===== src/adc_out_pkg.sv =====
// Constants and types shared by the dual converter output formatter
`default_nettype none

package adc_out_pkg;

  ////////////////////////////////////////////////////////////////////////////
  // Widths
  localparam int WORD_W = 12;
  localparam int LANE_W = 6;
  localparam int ADDR_W = 4;
  localparam int DATA_W = 32;
  localparam int DLY_W = 2;
  localparam int CUR_W = 3;
  localparam int FMT_W = 2;
  localparam int STAT_W = 3;
  localparam int TAP_DEPTH = 3;

  ////////////////////////////////////////////////////////////////////////////
  // Register offsets (byte addresses)
  localparam logic [ADDR_W-1:0] CTRL_OFS = 4'h0;
  localparam logic [ADDR_W-1:0] STATUS_OFS = 4'h4;
  localparam logic [ADDR_W-1:0] MASK_OFS = 4'h8;
  localparam logic [ADDR_W-1:0] SAMPLE_OFS = 4'hc;

  ////////////////////////////////////////////////////////////////////////////
  // Field positions
  localparam int CTRL_FMT_LSB = 0;
  localparam int CTRL_DLY_LSB = 2;
  localparam int CTRL_CUR_LSB = 4;
  localparam int CTRL_TERM_BIT = 7;
  localparam int STAT_CH1_OVR = 0;
  localparam int STAT_CH2_OVR = 1;
  localparam int STAT_SAMPLE = 2;
  localparam int SAMPLE_OVR1_BIT = 12;
  localparam int SAMPLE_CH2_LSB = 16;
  localparam int SAMPLE_OVR2_BIT = 28;

  ////////////////////////////////////////////////////////////////////////////
  // Output formats and reset values
  typedef enum logic [FMT_W-1:0] {FMT_FULL_CMOS, FMT_DDR_CMOS, FMT_DDR_LVDS} out_fmt_t;

  localparam logic [DLY_W-1:0] DLY_RST = 2'h0;
  // Level 4 of the eight drive codes, the standard signalling current
  localparam logic [CUR_W-1:0] CUR_RST = 3'h4;
  localparam logic TERM_RST = 1'b0;
  localparam logic [STAT_W-1:0] MASK_RST = 3'h0;

endpackage : adc_out_pkg

`default_nettype wire


===== src/chan_if.sv =====
// Link between the shared timing logic and one channel formatter
`default_nettype none

interface chan_if;
  logic [adc_out_pkg::WORD_W-1:0] word;
  logic ovr;
  logic load;
  logic odd;
  logic ddr;
  logic out_ovr;

  modport fmt (input word, input ovr, input load, input odd, input ddr, output out_ovr);
  modport ctl (output word, output ovr, output load, output odd, output ddr, input out_ovr);
endinterface : chan_if

`default_nettype wire


===== src/adc_out_mux.sv =====
// Output formatter of a two channel sampling converter: full rate and DDR outputs
`default_nettype none

module adc_out_mux (
  input wire logic clk,
  input wire logic reset_n,
  input wire logic sample_clk_in,
  input wire logic [adc_out_pkg::WORD_W-1:0] ch1_sample_in,
  input wire logic ch1_over_in,
  input wire logic [adc_out_pkg::WORD_W-1:0] ch2_sample_in,
  input wire logic ch2_over_in,
  input wire logic [adc_out_pkg::ADDR_W-1:0] reg_addr,
  input wire logic [adc_out_pkg::DATA_W-1:0] reg_wdata,
  input wire logic reg_wr,
  input wire logic reg_rd,
  output logic [adc_out_pkg::DATA_W-1:0] reg_rdata,
  output logic irq,
  output logic fwd_clk_true,
  output logic fwd_clk_comp,
  output logic [adc_out_pkg::WORD_W-1:0] ch1_word_out,
  output logic [adc_out_pkg::LANE_W-1:0] ch1_pair_lane,
  output logic ch1_range_flag,
  output logic [adc_out_pkg::WORD_W-1:0] ch2_word_out,
  output logic [adc_out_pkg::LANE_W-1:0] ch2_pair_lane,
  output logic ch2_range_flag,
  output logic combined_range_flag,
  output logic lvds_mode_en,
  output logic [adc_out_pkg::CUR_W-1:0] lvds_current_sel,
  output logic lvds_term_en
);

  ////////////////////////////////////////////////////////////////////////////
  // Declarations
  localparam int SMP_W = adc_out_pkg::WORD_W + 1;

  logic sclk_s1_ff;
  logic sclk_s2_ff;
  logic base_ff;
  logic [SMP_W-1:0] in1_s1_ff;
  logic [SMP_W-1:0] in1_s2_ff;
  logic [SMP_W-1:0] in2_s1_ff;
  logic [SMP_W-1:0] in2_s2_ff;
  logic [SMP_W-1:0] hold1_ff;
  logic [SMP_W-1:0] hold2_ff;
  localparam int TAP_W = adc_out_pkg::TAP_DEPTH;
  logic [TAP_W-1:0] taps_ff;

  adc_out_pkg::out_fmt_t fmt_ff;
  logic [adc_out_pkg::DLY_W-1:0] dly_ff;
  logic term_ff;
  logic [adc_out_pkg::STAT_W-1:0] status_ff;
  logic [adc_out_pkg::STAT_W-1:0] mask_ff;

  logic rise_w;
  logic fall_w;
  logic ddr_w;
  logic lvds_w;
  logic nxt_fwd;
  logic nxt_comb;
  logic wr_ctrl_w;
  logic wr_mask_w;
  logic rd_status_w;
  logic [adc_out_pkg::STAT_W-1:0] set_w;
  logic [adc_out_pkg::STAT_W-1:0] nxt_status;
  logic [adc_out_pkg::DATA_W-1:0] ctrl_rd_w;
  logic [adc_out_pkg::DATA_W-1:0] sample_rd_w;
  logic [adc_out_pkg::DATA_W-1:0] nxt_rdata;

  chan_if c1 ();
  chan_if c2 ();

  ////////////////////////////////////////////////////////////////////////////
  // Synchronisers: sample clock and converter words come from outside clk

  always_ff @(posedge clk or negedge reset_n) begin
    if (!reset_n) begin
      sclk_s1_ff <= 1'b0;
      sclk_s2_ff <= 1'b0;
      base_ff <= 1'b0;
    end else begin
      sclk_s1_ff <= sample_clk_in;
      sclk_s2_ff <= sclk_s1_ff;
      base_ff <= sclk_s2_ff;
    end
  end

  // Words settle well before the sample edge is seen, so a plain two stage
  // capture is safe as long as the sample period spans several clk cycles
  always_ff @(posedge clk or negedge reset_n) begin
    if (!reset_n) begin
      in1_s1_ff <= '0;
      in1_s2_ff <= '0;
      in2_s1_ff <= '0;
      in2_s2_ff <= '0;
    end else begin
      in1_s1_ff <= {ch1_over_in, ch1_sample_in};
      in1_s2_ff <= in1_s1_ff;
      in2_s1_ff <= {ch2_over_in, ch2_sample_in};
      in2_s2_ff <= in2_s1_ff;
    end
  end

  assign rise_w = sclk_s2_ff & ~base_ff;
  assign fall_w = ~sclk_s2_ff & base_ff;

  ////////////////////////////////////////////////////////////////////////////
  // Sample capture: one edge takes both channels

  always_ff @(posedge clk or negedge reset_n) begin
    if (!reset_n) begin
      hold1_ff <= '0;
      hold2_ff <= '0;
    end else if (rise_w) begin
      hold1_ff <= in1_s2_ff;
      hold2_ff <= in2_s2_ff;
    end
  end

  ////////////////////////////////////////////////////////////////////////////
  // Channel formatters: load on the falling half, odd bits on the rising half

  assign ddr_w = (fmt_ff == adc_out_pkg::FMT_DDR_CMOS) || (fmt_ff == adc_out_pkg::FMT_DDR_LVDS);
  assign lvds_w = fmt_ff == adc_out_pkg::FMT_DDR_LVDS;

  assign c1.word = hold1_ff[adc_out_pkg::WORD_W-1:0];
  assign c1.ovr = hold1_ff[adc_out_pkg::WORD_W];
  assign c1.load = fall_w;
  assign c1.odd = rise_w;
  assign c1.ddr = ddr_w;
  assign c2.word = hold2_ff[adc_out_pkg::WORD_W-1:0];
  assign c2.ovr = hold2_ff[adc_out_pkg::WORD_W];
  assign c2.load = fall_w;
  assign c2.odd = rise_w;
  assign c2.ddr = ddr_w;

  chan_formatter u_ch1 (
    .clk(clk),
    .reset_n(reset_n),
    .link(c1),
    .word_out(ch1_word_out),
    .pair_lane(ch1_pair_lane),
    .range_flag(ch1_range_flag)
  );

  chan_formatter u_ch2 (
    .clk(clk),
    .reset_n(reset_n),
    .link(c2),
    .word_out(ch2_word_out),
    .pair_lane(ch2_pair_lane),
    .range_flag(ch2_range_flag)
  );

  ////////////////////////////////////////////////////////////////////////////
  // Combined flag: channel 2 in the low half, channel 1 in the high half

  assign nxt_comb = !ddr_w ? 1'b0 :
                    fall_w ? hold2_ff[adc_out_pkg::WORD_W] :
                    rise_w ? c1.out_ovr : combined_range_flag;

  always_ff @(posedge clk or negedge reset_n) begin
    if (!reset_n) begin
      combined_range_flag <= 1'b0;
    end else begin
      combined_range_flag <= nxt_comb;
    end
  end

  ////////////////////////////////////////////////////////////////////////////
  // Forwarded clock: the sample phase, optionally held back by a few taps

  // Delay steps are one clk period; coarse, but enough to move the receiver's
  // capture point off the data transitions
  assign nxt_fwd = (dly_ff == '0) ? sclk_s2_ff : taps_ff[dly_ff - 2'd1];

  always_ff @(posedge clk or negedge reset_n) begin
    if (!reset_n) begin
      taps_ff <= '0;
      fwd_clk_true <= 1'b0;
      fwd_clk_comp <= 1'b1;
    end else begin
      taps_ff <= {taps_ff[TAP_W-2:0], sclk_s2_ff};
      fwd_clk_true <= nxt_fwd;
      fwd_clk_comp <= ~nxt_fwd;
    end
  end

  ////////////////////////////////////////////////////////////////////////////
  // Register port

  assign wr_ctrl_w = reg_wr && (reg_addr == adc_out_pkg::CTRL_OFS);
  assign wr_mask_w = reg_wr && (reg_addr == adc_out_pkg::MASK_OFS);
  assign rd_status_w = reg_rd && (reg_addr == adc_out_pkg::STATUS_OFS);

  always_ff @(posedge clk or negedge reset_n) begin
    if (!reset_n) begin
      fmt_ff <= adc_out_pkg::FMT_FULL_CMOS;
      dly_ff <= adc_out_pkg::DLY_RST;
      lvds_current_sel <= adc_out_pkg::CUR_RST;
      term_ff <= adc_out_pkg::TERM_RST;
      mask_ff <= adc_out_pkg::MASK_RST;
    end else begin
      if (wr_ctrl_w) begin
        fmt_ff <= adc_out_pkg::out_fmt_t'(reg_wdata[adc_out_pkg::CTRL_FMT_LSB +: adc_out_pkg::FMT_W]);
        dly_ff <= reg_wdata[adc_out_pkg::CTRL_DLY_LSB +: adc_out_pkg::DLY_W];
        lvds_current_sel <= reg_wdata[adc_out_pkg::CTRL_CUR_LSB +: adc_out_pkg::CUR_W];
        term_ff <= reg_wdata[adc_out_pkg::CTRL_TERM_BIT];
      end
      if (wr_mask_w) begin
        mask_ff <= reg_wdata[adc_out_pkg::STAT_W-1:0];
      end
    end
  end

  always_ff @(posedge clk or negedge reset_n) begin
    if (!reset_n) begin
      lvds_mode_en <= 1'b0;
      lvds_term_en <= 1'b0;
    end else begin
      lvds_mode_en <= lvds_w;
      lvds_term_en <= lvds_w & term_ff;
    end
  end

  ////////////////////////////////////////////////////////////////////////////
  // Status and interrupt: a new event beats the clear of the same read

  assign set_w[adc_out_pkg::STAT_CH1_OVR] = rise_w & in1_s2_ff[adc_out_pkg::WORD_W];
  assign set_w[adc_out_pkg::STAT_CH2_OVR] = rise_w & in2_s2_ff[adc_out_pkg::WORD_W];
  assign set_w[adc_out_pkg::STAT_SAMPLE] = rise_w;
  assign nxt_status = (status_ff & ~{adc_out_pkg::STAT_W{rd_status_w}}) | set_w;

  always_ff @(posedge clk or negedge reset_n) begin
    if (!reset_n) begin
      status_ff <= '0;
      irq <= 1'b0;
    end else begin
      status_ff <= nxt_status;
      irq <= |(nxt_status & mask_ff);
    end
  end

  ////////////////////////////////////////////////////////////////////////////
  // Read data: valid only in the cycle after the read strobe

  assign ctrl_rd_w = adc_out_pkg::DATA_W'({term_ff, lvds_current_sel, dly_ff, fmt_ff});
  assign sample_rd_w = {3'h0, hold2_ff, 3'h0, hold1_ff};
  assign nxt_rdata = !reg_rd ? '0 :
                     (reg_addr == adc_out_pkg::CTRL_OFS) ? ctrl_rd_w :
                     (reg_addr == adc_out_pkg::STATUS_OFS) ? adc_out_pkg::DATA_W'(status_ff) :
                     (reg_addr == adc_out_pkg::MASK_OFS) ? adc_out_pkg::DATA_W'(mask_ff) :
                     (reg_addr == adc_out_pkg::SAMPLE_OFS) ? sample_rd_w : '0;

  always_ff @(posedge clk or negedge reset_n) begin
    if (!reset_n) begin
      reg_rdata <= '0;
    end else begin
      reg_rdata <= nxt_rdata;
    end
  end
endmodule : adc_out_mux

`default_nettype wire


===== src/chan_formatter.sv =====
// One channel's output word, paired lanes and range flag
`default_nettype none

module chan_formatter (
  input wire logic clk,
  input wire logic reset_n,
  chan_if.fmt link,
  output logic [adc_out_pkg::WORD_W-1:0] word_out,
  output logic [adc_out_pkg::LANE_W-1:0] pair_lane,
  output logic range_flag
);

  logic [adc_out_pkg::WORD_W-1:0] out_word_ff;
  logic out_ovr_ff;
  logic [adc_out_pkg::LANE_W-1:0] even_w;
  logic [adc_out_pkg::LANE_W-1:0] odd_w;
  logic [adc_out_pkg::WORD_W-1:0] nxt_word_out;
  logic [adc_out_pkg::LANE_W-1:0] nxt_lane;
  logic nxt_flag;

  for (genvar k = 0; k < adc_out_pkg::LANE_W; k++) begin : g_pair
    assign even_w[k] = link.word[2*k];
    assign odd_w[k] = out_word_ff[2*k+1];
  end

  assign nxt_word_out = link.ddr ? '0 : (link.load ? link.word : word_out);
  assign nxt_lane = !link.ddr ? '0 : (link.load ? even_w : (link.odd ? odd_w : pair_lane));
  assign nxt_flag = link.ddr ? 1'b0 : (link.load ? link.ovr : range_flag);
  assign link.out_ovr = out_ovr_ff;

  always_ff @(posedge clk or negedge reset_n) begin
    if (!reset_n) begin
      out_word_ff <= '0;
      out_ovr_ff <= 1'b0;
      word_out <= '0;
      pair_lane <= '0;
      range_flag <= 1'b0;
    end else begin
      if (link.load) begin
        out_word_ff <= link.word;
        out_ovr_ff <= link.ovr;
      end
      word_out <= nxt_word_out;
      pair_lane <= nxt_lane;
      range_flag <= nxt_flag;
    end
  end
endmodule : chan_formatter

`default_nettype wire


===== config.mk =====
export PLATFORM = sky130hd
export DESIGN_NAME = adc_out_mux
export DESIGN_NICKNAME = d
export VERILOG_FILES = /design/src/adc_out_pkg.sv /design/src/chan_if.sv /design/src/adc_out_mux.sv /design/src/chan_formatter.sv
export SDC_FILE = /design/constraint.sdc
export NUM_CORES = 1
export LEC_CHECK = 0
export BUFFER_PORTS_ARGS = -buffer_cell sky130_fd_sc_hd__buf_2
export CORE_UTILIZATION = 41
export CTS_CLUSTER_DIAMETER = 80
export DETAILED_ROUTE_END_ITERATION = 16
export GPL_ROUTABILITY_DRIVEN = 0
export HOLD_SLACK_MARGIN = 0.06
export PLACE_DENSITY = 0.66
export SYNTH_ARGS = -nofsm -noshare
export SYNTH_HDL_FRONTEND = slang
export SYNTH_SLANG_ARGS = --single-unit
export TNS_END_PERCENT = 5

===== constraint.sdc =====
create_clock -name clk -period 1.4 [get_ports clk]
set_input_delay 0.28 -clock clk [delete_from_list [all_inputs] [get_ports clk]]
set_output_delay 0.28 -clock clk [all_outputs]
set_load 0.1 [all_outputs]

Yosys cells after proc, flatten, opt, wreduce, memory -nomap -nowiden
Cells that the tools add are included.
- $add $sub $neg: 1
- multiply operators: 0
- div/mod/pow operators: 0
- order comparisons: 1
- eq/ne operators: 6
- shifts and indexed selects: 0
- mux-type cells: 25
- bitwise logic cells: 12
- reductions and logical operators: 8
- operators by type and width (kind ; number):
    $mux 29 ; 5
    $mux 12 ; 4
    $mux 6 ; 6
    $mux 1 ; 9
    $eq 4x4->1 const B ; 2
    $and 3x3->3 ; 2
    $and 1x1->1 ; 5
    $eq 4x3->1 const B ; 1
    $logic_not 4->1 ; 1
    $logic_and 1x1->1 ; 3
    $lt 2x3->1 const B ; 1
    $ne 3x3->1 const B ; 1
    $not 1->1 ; 3
    $not 3->3 ; 1
    $or 3x3->3 ; 1
    $reduce_or 3->1 ; 1
    $bmux 1 s2 ; 1
    $eq 2x1->1 const B ; 1
    $eq 2x2->1 const B ; 1
    $logic_not 2->1 ; 1
    $reduce_bool 2->1 ; 1
    $sub 2x1->2 const B ; 1
    $logic_or 1x1->1 ; 1
- bits in registers: 199
- latch bits: 0
- memory bits (writable): 0
- memory bits (read-only): 0
- input bits: 67
- output and inout bits: 79
- logic and storage cells: 85
- memories kept: 0

Depth between registers and ports, before layout
Gate-level depths: netlist of run 1.
- depth after elaboration: 7
- mapped depth: 6
- mapped depth without buffers: 5

Modules after synthesis
Synthesis of run 1 repeated with hierarchy kept, for this count alone.
- cells, all modules: 449
- area, all modules: 6553.8 um^2
- modules (own cells, without submodules) (module ; times used ; cells each ; area an instance (um^2)):
    adc_out_mux ; 1 ; 253 ; 4294.1
    chan_formatter ; 2 ; 98 ; 1129.8

Least setup slack after synthesis of run 1
Ideal clock, no wire load.
- path type: reg-to-reg
- start: register taps_ff[0] (netlist name)
- end: register hold1_ff[10]
- library setup time: 125 ps
- arrival time: 1424 ps
- slack: -149 ps
- cell stages (with the launch flop): 6
- buffers on the path: 2
- cells stage by stage: dfrtp_1 > inv_1 > ha_1 > buf_2 > buf_2 > mux2_2
- RTL lines (what ; line ; source):
    end signal, assigned ; adc_out_mux.sv:114 ; hold1_ff <= in1_s2_ff;
    end, declared ; adc_out_mux.sv:43 ; logic [SMP_W-1:0] hold1_ff;

Worst setup path after layout of run 1
- start: register lvds_current_sel[2] in the netlist's numbering
- end: output lvds_current_sel[2] in the netlist's numbering
- RTL lines (what ; line ; source):
    start, declared ; adc_out_mux.sv:28 ; output logic [adc_out_pkg::CUR_W-1:0] lvds_current_sel,
    start signal, assigned ; adc_out_mux.sv:199 ; lvds_current_sel <= adc_out_pkg::CUR_RST;
    start signal, assigned ; adc_out_mux.sv:206 ; lvds_current_sel <= reg_wdata[adc_out_pkg::CTRL_CUR_LSB +: adc_out_pkg::CUR_W];
No word-level cell between the ends.

==> flow_metrics.py, run 1 <==
metrics = {
    "worst_hold_path": {
        "hold_class": "in2reg",
        "hold_start": "reg_wdata[5]",
        "hold_depth": 2,
        "worstHoldEndpoint": "lvds_current_sel[1]",
    },
    "finish": {
        "fillers": 1177,
        "antennaDiodeCount": 0,
        "mostFrequentLayoutCells": "177 x dfrtp_1, 68 x buf_4, 41 x buf_2",
        "syn_to_final_growth_pct": 40.3,
        "layout_commonest_cell": "dfrtp_1",
        "fin_util_pct": 59.0,
        "drive_above_1_share_pct": 39.8,
        "nNetsFinal": 698,
    },
    "sta": {
        "rsz0062_at_grt": "yes",
        "fmax_mhz": 681,
        "min_period_over_period_pct": 105,
        "setup_slack_ps": -67.7,
        "hold_viol": 0,
        "period_needed_ps": 1470,
        "clock_skew_ps": 7.75,
        "slew_viol_final": 0,
        "setup_viol": 4,
        "fin_setup_tns_ps": -207,
    },
    "synthesis": {
        "synth_ff_type": "dfrtp_1",
        "synth_edf_count": 0,
        "yosys_warnings": 0,
        "asyncSetResetFlopFracSynth_pct": 100,
        "syn_inst": 448,
        "ys_ff_latch": 180,
        "synth_area_mm2": 0.00642,
        "synth_seq_area_share_pct": 70.2,
        "yosysUniqueCellTypes": 34,
        "synth_area_per_cell_um2": 14.3,
    },
    "grt": {
        "grt_pass1_vias": 4220,
        "grt_remaining_overflow": 0,
        "grt_max_degree": 43,
        "grt_pass1_wl_um": 21600,
        "gr-usage-all-layers_pct": 17.9,
        "antenna_found_initial": 0,
    },
    "clock_network": {
        "cts_tree": "built",
        "clock_sinks": 180,
        "cts_root_buffer": "clkbuf_16",
        "clk_pin_slew_ps": 70,
        "cts.htree.levels": 4,
        "clkLatencyLatePin_ps": 430,
        "cts_buffers": 17,
        "clk_path_buf_depth": 2,
    },
    "floorplan": {
        "coreArea_mm2": 0.0153,
        "fp-row-count": 45,
        "fp.dieArea_mm2": 0.0162,
        "die_w_um": 127,
        "top_level_ports": 146,
        "die_y_um": 127,
        "initial_core_util_pct": 42.1,
    },
    "detailed_routing": {
        "firstDrtPassIters": 4,
        "via_count": 4058,
        "drc": 0,
        "drt_wl_total_um": 13500,
        "route.detailed.wl_per_inst_um": 15.9,
        "vias_per_cell": 4.77,
        "initialDrtViolationCount": 258,
        "ant_nets": 0,
    },
    "worst_setup_path": {
        "crit_arrival_ps": 1190,
        "worst-setup-path-type": "reg2out",
        "worstReg2RegEnd": "irq",
        "cp.required_ps": 1120,
        "crit_path_end_kind": "output port",
        "r2r_setup_slack_ps": -70,
        "critPathSlowestCell": "dfstp_2",
        "crit_buf_inv": 1,
        "critPathLaunch": "lvds_current_sel[2]",
        "reg2regPathDepth": 4,
        "cp_max_fo": 3,
        "rr_startpoint": "sclk_s2_ff",
        "cp-start-kind": "register",
        "cp_top_family": "flip-flops",
        "cp_cell_sequence": "buf_12",
        "max_stage_delay_ps": 580,
    },
    "place": {
        "io_buffers": 115,
        "dpl.hpwl_um": 8540,
    },
    "job": {
        "maxCapViolations": 0,
    },
    "pwr": {
        "ir_drop_uv": 1010,
        "power_leakage_uw": 0.00421,
        "powerDensity_mw_per_mm2": 1800,
    },
    "status": {
        "violations": "setup timing",
        "status": "finished, violations left",
    },
}
worst max path at each step:
stage	end	slack [ps]	depth (start not counted)
finish	lvds_current_sel[2]	-70	1
detailed placement	irq	-180	6
global placement	irq	-160	4
floorplan	u_ch1.pair_lane[3]	-60	6
global route	lvds_current_sel[2]	-100	1
CTS	irq	-110	4
cells in the mapped netlist (2+ instances only):
cell / n / share of area [%]
and2_1: 20 / 1.9
buf_2: 6 / 0.47
nor2b_1: 46 / 4.5
mux2_2: 36 / 6.3
dfstp_2: 2 / 0.82
a311oi_1: 2 / 0.27
inv_1: 9 / 0.53
a21boi_0: 7 / 0.82
a21oi_1: 2 / 0.16
nor3_1: 13 / 1.0
buf_4: 6 / 0.70
mux2i_1: 23 / 3.6
dfrtp_1: 178 / 69
a211oi_1: 16 / 1.9
ha_1: 4 / 0.78
a22o_1: 5 / 0.68
o21ai_0: 8 / 0.62
nor2_1: 3 / 0.18
a21o_1: 6 / 0.70
nand2_1: 15 / 0.88
nand2b_1: 15 / 1.5
nor4_1: 2 / 0.19
clkbuf_1: 13 / 0.76
kinds of logic (layout without fill, tap and decap cells):
family | Yosys count | after routing | share of synthesized area (%)
fa+ha+maj | 4 | 4 | 0.780
flops | 180 | 180 | 70.2
mux | 59 | 59 | 9.90
compound gates | 49 | 49 | 5.56
simple gates | 120 | 120 | 11.0
buf+inv | 35 | 222 | 2.53
other cells | 1 | 6 | 0.0584
repair_timing:
item	in CTS	in global routing
buffers inserted	0	2
gates resized for setup	60	49
cloned	0	2
hold buffers	28	0
pin swaps	3	10
setup endpoints to repair	72	62
hold endpoints to repair	58	0
layout make-up:
class	instances	area (um^2)	area share, %
clock buffers	18	439	4.88
multi-input cells	238	1900	21.0
flip-flops and latches	180	4510	50.0
inverters	9	33.8	0.375
repair buffers	181	1740	19.3
clock inverters	14	126	1.40
well taps	211	264	2.93
through the flow:
| stage | worst slack (ps) | cell area (um^2) | total power [uW] | hold WS (ps) | std cells |
|---|---|---|---|---|---|
| 4_1_cts | -109 | 8780 | 16100 | 63.0 | 847 |
| 3_5_place_dp | -176 | 7770 | 11400 | 228 | 787 |
| 2_1_floorplan | -58.9 | 6460 | 9820 | -15.6 | 453 |
| 3_3_place_gp | -165 | 7770 | 11300 | 225 | 787 |
| 6_report | -67.7 | 9010 | 16200 | 78.2 | 851 |
| 5_1_grt | -99.4 | 9010 | 16800 | 70.2 | 851 |
state kept, by name, indices dropped and copies added (netlist names), 12 cells and up:
name	cells
reg_rdata	26
hold1_ff	13
hold2_ff	13
in1_s1_ff	13
in1_s2_ff	13
in2_s1_ff	13
in2_s2_ff	13
u_ch1.word_out	12
u_ch2.word_out	12
power by group:
| part | switching, uW | internal (uW) | total [uW] |
|---|---|---|---|
| clock | 2020 | 2510 | 4530 |
| sequential | 499 | 5870 | 6370 |
| combinational | 3570 | 1710 | 5290 |
metal layers:
layer  vias up  track usage, %  wire (um)
li1       1852               -          -
met1      2075            21.8       5770
met2       105            29.7       6940
met3        26            4.36        467
met4         0            9.31        364
met5         -               0          0
No activity file was read; power rests on OpenSTA's default activity.
==> inputs of run 2 (changes only) <==
Settings changed: ABC_AREA set to 1.
==> flow_metrics.py, run 2 <==
metrics = {
    "status": {
        "status": "finished, violations left",
        "violations": "setup timing",
    },
    "synthesis": {
        "synth_area_mm2": 0.00632,
        "synth_area_leaders": "dfrtp_1 70%, nand2_1 8.6%, o21ai_0 3.6%",
        "synth_edf_count": 0,
        "synth_top_area_share_pct": 70.5,
        "yosys_warnings": 0,
        "synth_area_per_cell_um2": 11.3,
        "yosys-top-cells-count": "178 x dfrtp_1, 145 x nand2_1, 45 x o21ai_0, 41 x inv_1, 28 x nand3_1",
        "ys_ff_latch": 180,
        "synth_seq_area_share_pct": 71.3,
        "yosysUniqueCellTypes": 29,
        "synth_largest_area_cell": "dfrtp_1",
        "synth_most_common_cell": "dfrtp_1",
        "syn_inst": 560,
        "synth_ff_type": "dfrtp_1",
        "asyncSetResetFlopFracSynth_pct": 100,
    },
    "pwr": {
        "powerDensity_mw_per_mm2": 1740,
        "ir_drop_uv": 1090,
        "power_leakage_uw": 0.00427,
    },
    "sta": {
        "setup_viol": 2,
        "slew_viol_final": 0,
        "period_needed_ps": 1430,
        "rsz0062_at_grt": "yes",
        "setup_slack_ps": -30.3,
        "clock_skew_ps": 8.09,
        "fmax_mhz": 699,
        "fin_setup_tns_ps": -38.3,
        "hold_viol": 0,
        "min_period_over_period_pct": 102,
    },
    "floorplan": {
        "die_y_um": 126,
        "fp.dieArea_mm2": 0.0159,
        "fp-row-count": 45,
        "coreArea_mm2": 0.0151,
        "top_level_ports": 146,
        "initial_core_util_pct": 41.7,
        "die_w_um": 126,
    },
    "worst_hold_path": {
        "worstHoldEndpoint": "lvds_current_sel[2]",
        "hold_start": "reg_wdata[6]",
        "hold_depth": 3,
        "hold_class": "in2reg",
    },
    "detailed_routing": {
        "route.detailed.wl_per_inst_um": 15.0,
        "drc": 0,
        "drt_wl_total_um": 13800,
        "firstDrtPassIters": 5,
        "ant_nets": 0,
        "via_count": 4389,
        "initialDrtViolationCount": 309,
        "vias_per_cell": 4.76,
    },
    "worst_setup_path": {
        "cp_cell_sequence": "buf_12",
        "cp_max_fo": 2,
        "max_stage_delay_ps": 560,
        "crit_buf_inv": 1,
        "rr_startpoint": "sclk_s2_ff",
        "worstReg2RegEnd": "u_ch2.pair_lane[2]",
        "crit_arrival_ps": 1150,
        "worst-setup-path-type": "reg2out",
        "cp.required_ps": 1120,
        "r2r_setup_slack_ps": 50,
        "crit_path_end_kind": "output port",
        "critPathLaunch": "lvds_current_sel[2]",
        "cp_top_family": "flip-flops",
        "critPathSlowestCell": "dfstp_2",
        "cp-start-kind": "register",
        "reg2regPathDepth": 5,
    },
    "finish": {
        "largest_reg_flops": 26,
        "layout_commonest_cell": "dfrtp_1",
        "mostFrequentLayoutCells": "178 x dfrtp_1, 144 x nand2_1, 54 x buf_4",
        "nNetsFinal": 793,
        "antennaDiodeCount": 0,
        "fin_util_pct": 57.1,
        "top_register": "reg_rdata",
        "syn_to_final_growth_pct": 36.8,
        "fillers": 1239,
        "drive_above_1_share_pct": 28.0,
    },
    "grt": {
        "grt_remaining_overflow": 0,
        "antenna_found_initial": 0,
        "grt_max_degree": 49,
        "grt_pass1_wl_um": 22700,
        "gr-usage-all-layers_pct": 18.7,
        "grt_pass1_vias": 4559,
    },
    "clock_network": {
        "clk_path_buf_depth": 2,
        "cts_root_buffer": "clkbuf_16",
        "clock_sinks": 180,
        "cts.htree.levels": 4,
        "cts_buffers": 17,
        "clk_pin_slew_ps": 60,
        "clkLatencyLatePin_ps": 420,
        "cts_tree": "built",
    },
    "job": {
        "maxCapViolations": 0,
    },
    "place": {
        "place_ws_ps": -61.8,
        "io_buffers": 115,
        "dpl.hpwl_um": 9350,
    },
}
## run 2: report_power, final
group / internal, uW / switching (uW) / total [uW]
combinational: 1100 / 2830 / 3930
sequential: 5750 / 356 / 6110
clock: 3130 / 1890 / 5020
total: 9980 / 5070 / 15000
## run 2: layout make-up
class | instances | area, um^2 | share of cell area (%)
Clock buffer | 24 | 482 | 5.57
Clock inverter | 8 | 148 | 1.71
Inverter | 43 | 166 | 1.93
Multi-Input combinational cell | 314 | 1540 | 17.8
Sequential cell | 180 | 4510 | 52.1
Tap cell | 188 | 235 | 2.72
Timing Repair Buffer | 166 | 1570 | 18.2
## run 2: cell families (layout without fill, tap and decap cells)
| logic type | Yosys count | in the layout | synth area share [%] |
|---|---|---|---|
| DFF | 180 | 180 | 71.3 |
| AOI/OAI and AO/OA | 82 | 82 | 6.89 |
| and+or+nand+nor | 222 | 222 | 15.4 |
| other | 1 | 6 | 0.0593 |
| buffers and inverters | 71 | 241 | 5.52 |
| adders and majority gates | 4 | 4 | 0.792 |
## run 2: stage by stage
| step | hold slack [ps] | cell area [um^2] | instances | power (uW) |
|---|---|---|---|---|
| floorplan | -15.6 | 6340 | 565 | 8660 |
| global placement | 213 | 7460 | 862 | 9750 |
| detailed placement | 212 | 7460 | 862 | 9840 |
| CTS | 62.2 | 8540 | 922 | 15100 |
| global route | 66.8 | 8640 | 923 | 15600 |
| finish | 76.0 | 8640 | 923 | 15000 |
## run 2: what timing repair did
action | in CTS | in global routing
resized for setup | 69 | 32
setup endpoints to repair | 67 | 36
pin swaps | 1 | 0
hold buffers | 28 | 0
hold endpoints to repair | 58 | 0
setup buffers | 0 | 1
## run 2: how the worst max path moves through the flow
stage / to / slack, ps / cells after the start
2_1_floorplan: u_ch1.word_out[10] / 30 / 6
3_3_place_gp: u_ch2.pair_lane[1] / 40 / 5
3_5_place_dp: u_ch2.pair_lane[2] / -60 / 6
4_1_cts: lvds_current_sel[2] / -70 / 1
5_1_grt: lvds_current_sel[2] / -60 / 1
6_report: lvds_current_sel[2] / -30 / 1
## run 2: layer usage
metal | part of all wire (%) | GRT usage (%) | vias to the layer above
met3 | 5.3 | 4.93 | 17
met5 | 0 | 0 | -
met2 | 49 | 29.9 | 113
met4 | 2.0 | 8.58 | 0
met1 | 43 | 24.1 | 2192
li1 | - | - | 2067
==> inputs of run 3 (changes only) <==
Settings changed: SYNTH_HIERARCHICAL set to 1.
==> flow_metrics.py, run 3 <==
metrics = {
    "finish": {
        "syn_to_final_growth_pct": 37.7,
        "stdcell_area_mm2": 0.00881,
        "layout_commonest_cell": "dfrtp_1",
        "top_register": "reg_rdata",
        "antennaDiodeCount": 0,
        "mostFrequentLayoutCells": "178 x dfrtp_1, 169 x nand2_1, 66 x buf_4",
        "nNetsFinal": 822,
        "largest_reg_flops": 26,
        "drive_above_1_share_pct": 29.5,
    },
    "place": {
        "place_area_mm2": 0.00767,
        "io_buffers": 115,
        "place_ws_ps": -90.2,
        "dpl.hpwl_um": 9770,
    },
    "worst_hold_path": {
        "hold_start": "reg_wdata[5]",
        "worstHoldEndpoint": "lvds_current_sel[1]",
        "hold_class": "in2reg",
        "hold_depth": 3,
    },
    "pwr": {
        "p_seq_share_pct": 40.8,
        "clkPwrFrac_pct": 32.7,
        "power_frac_comb_pct": 26.5,
        "p_sw_uw": 5090,
        "power.total_uw": 15000,
        "powerDensity_mw_per_mm2": 1700,
        "swShare_pct": 33.8,
        "ir_drop_uv": 1330,
        "p_int_uw": 9940,
        "power_leakage_uw": 0.00447,
    },
    "detailed_routing": {
        "vias_per_cell": 4.69,
        "initialDrtViolationCount": 284,
        "firstDrtPassIters": 5,
        "via_count": 4461,
        "drc": 0,
        "ant_nets": 0,
        "drt_wl_total_um": 14100,
        "route.detailed.wl_per_inst_um": 14.8,
    },
    "sta": {
        "clock_skew_ps": 6.19,
        "min_period_over_period_pct": 104,
        "hold_viol": 0,
        "period_needed_ps": 1450,
        "setup_slack_ps": -54.7,
        "fin_setup_tns_ps": -68.0,
        "setup_viol": 2,
        "fmax_mhz": 687,
        "rsz0062_at_grt": "yes",
        "slew_viol_final": 0,
    },
    "clock_network": {
        "clk_path_buf_depth": 2,
        "clock_sinks": 180,
        "cts_buffers": 17,
        "cts.htree.levels": 4,
        "cts_root_buffer": "clkbuf_16",
        "clk_pin_slew_ps": 60,
        "cts_tree": "built",
        "clkLatencyLatePin_ps": 420,
    },
    "worst_setup_path": {
        "worst-setup-path-type": "reg2out",
        "rr_startpoint": "fmt_ff[1]",
        "critPathSlowestCell": "dfstp_2",
        "cp_max_fo": 3,
        "crit_buf_inv": 1,
        "crit_arrival_ps": 1170,
        "max_stage_delay_ps": 580,
        "r2r_setup_slack_ps": 60,
        "cp_num_cells": 1,
        "cp.required_ps": 1120,
        "crit_path_end_kind": "output port",
        "cp_top_family": "flip-flops",
        "cp-start-kind": "register",
        "reg2regPathDepth": 5,
        "worstReg2RegEnd": "u_ch2/word_out[6]",
        "cp_cell_sequence": "buf_12",
    },
    "synthesis": {
        "synth_area_mm2": 0.00640,
        "yosys_warnings": 6,
        "synth_area_per_cell_um2": 11.1,
        "syn_inst": 578,
    },
    "floorplan": {
        "top_level_ports": 146,
        "die_w_um": 127,
        "fp.dieArea_mm2": 0.0161,
        "coreArea_mm2": 0.0152,
        "fp-row-count": 45,
        "initial_core_util_pct": 42.1,
        "die_y_um": 127,
    },
    "grt": {
        "grt_pass1_wl_um": 22700,
        "gr-usage-all-layers_pct": 18.6,
        "antenna_found_initial": 0,
        "grt_max_degree": 47,
        "grt_remaining_overflow": 0,
        "grt_pass1_vias": 4605,
    },
    "status": {
        "status": "finished, violations left",
        "violations": "setup timing",
    },
    "job": {
        "maxCapViolations": 0,
    },
}
[run 3: cell count changes in the layout (fill, tap and decap cells not counted), sizes merged, moves of 2 or more]
cell	previous run	this run
buf	137	145
inv	43	48
and2	13	0
o21ai	53	41
a21oi	28	30
nor2	30	35
clkinvlp	3	1
nand2	149	185
clkinv	1	4
[run 3: tightest hold or removal path, cell delays in order]
cell and delay (ps):
buf_2 70, nand3_1 60, nand2_1 60
[run 3: cell type report]
cell class              instances  area, um^2
repair buffers                174        1670
multi-input cells             330        1600
inverters                      48         185
well taps                     188         235
fillers                      1232        6390
clock inverters                 8         121
clock buffers                  24         502
flip-flops and latches        180        4510
[run 3: worst max path at each step]
stage | startpoint | to | slack, ps
after CTS | taps_ff[0] | u_ch1/pair_lane[2] | -70
after global routing | lvds_current_sel[2] | lvds_current_sel[2] | -80
after global placement | sclk_s2_ff | u_ch2/word_out[4] | -40
after floorplan | combined_range_flag | combined_range_flag | 100
after detailed placement | sclk_s2_ff | u_ch2/word_out[6] | -90
final | lvds_current_sel[2] | lvds_current_sel[2] | -50
[run 3: what timing repair did]
item / CTS / global route
endpoints found under the setup margin: 83 / 54
pin swaps: 0 / 3
buffers inserted: 0 / 5
resized for setup: 53 / 15
hold endpoints to repair: 63 / 0
hold buffers: 28 / 0
[run 3: power groups by stage]
stage | clock [uW] | combinational, uW | sequential [uW]
after floorplan | 0 | 874 | 7840
after global placement | 0 | 3690 | 6190
after detailed placement | 0 | 3750 | 6200
after CTS | 5000 | 3930 | 6130
after global routing | 5230 | 4190 | 6190
final | 4910 | 3980 | 6130
[run 3: metrics by stage]
step           utilization (%)  hold slack [ps]  std cells
2_1_floorplan                -            -15.6        583
3_3_place_gp              50.4              249        887
3_5_place_dp              50.4              262        887
4_1_cts                   57.3             79.1        947
5_1_grt                   58.0             76.6        952
6_report                  58.0             90.9        952
[run 3: per-layer routing]
layer / routed length (um) / vias to the layer above / global-route usage [%] / part of all wire [%]
li1: - / 2134 / - / -
met1: 6300 / 2190 / 24.3 / 45
met2: 6980 / 120 / 30.3 / 49
met3: 606 / 17 / 4.47 / 4.3
met4: 242 / 0 / 6.72 / 1.7
met5: 0 / - / 0 / 0
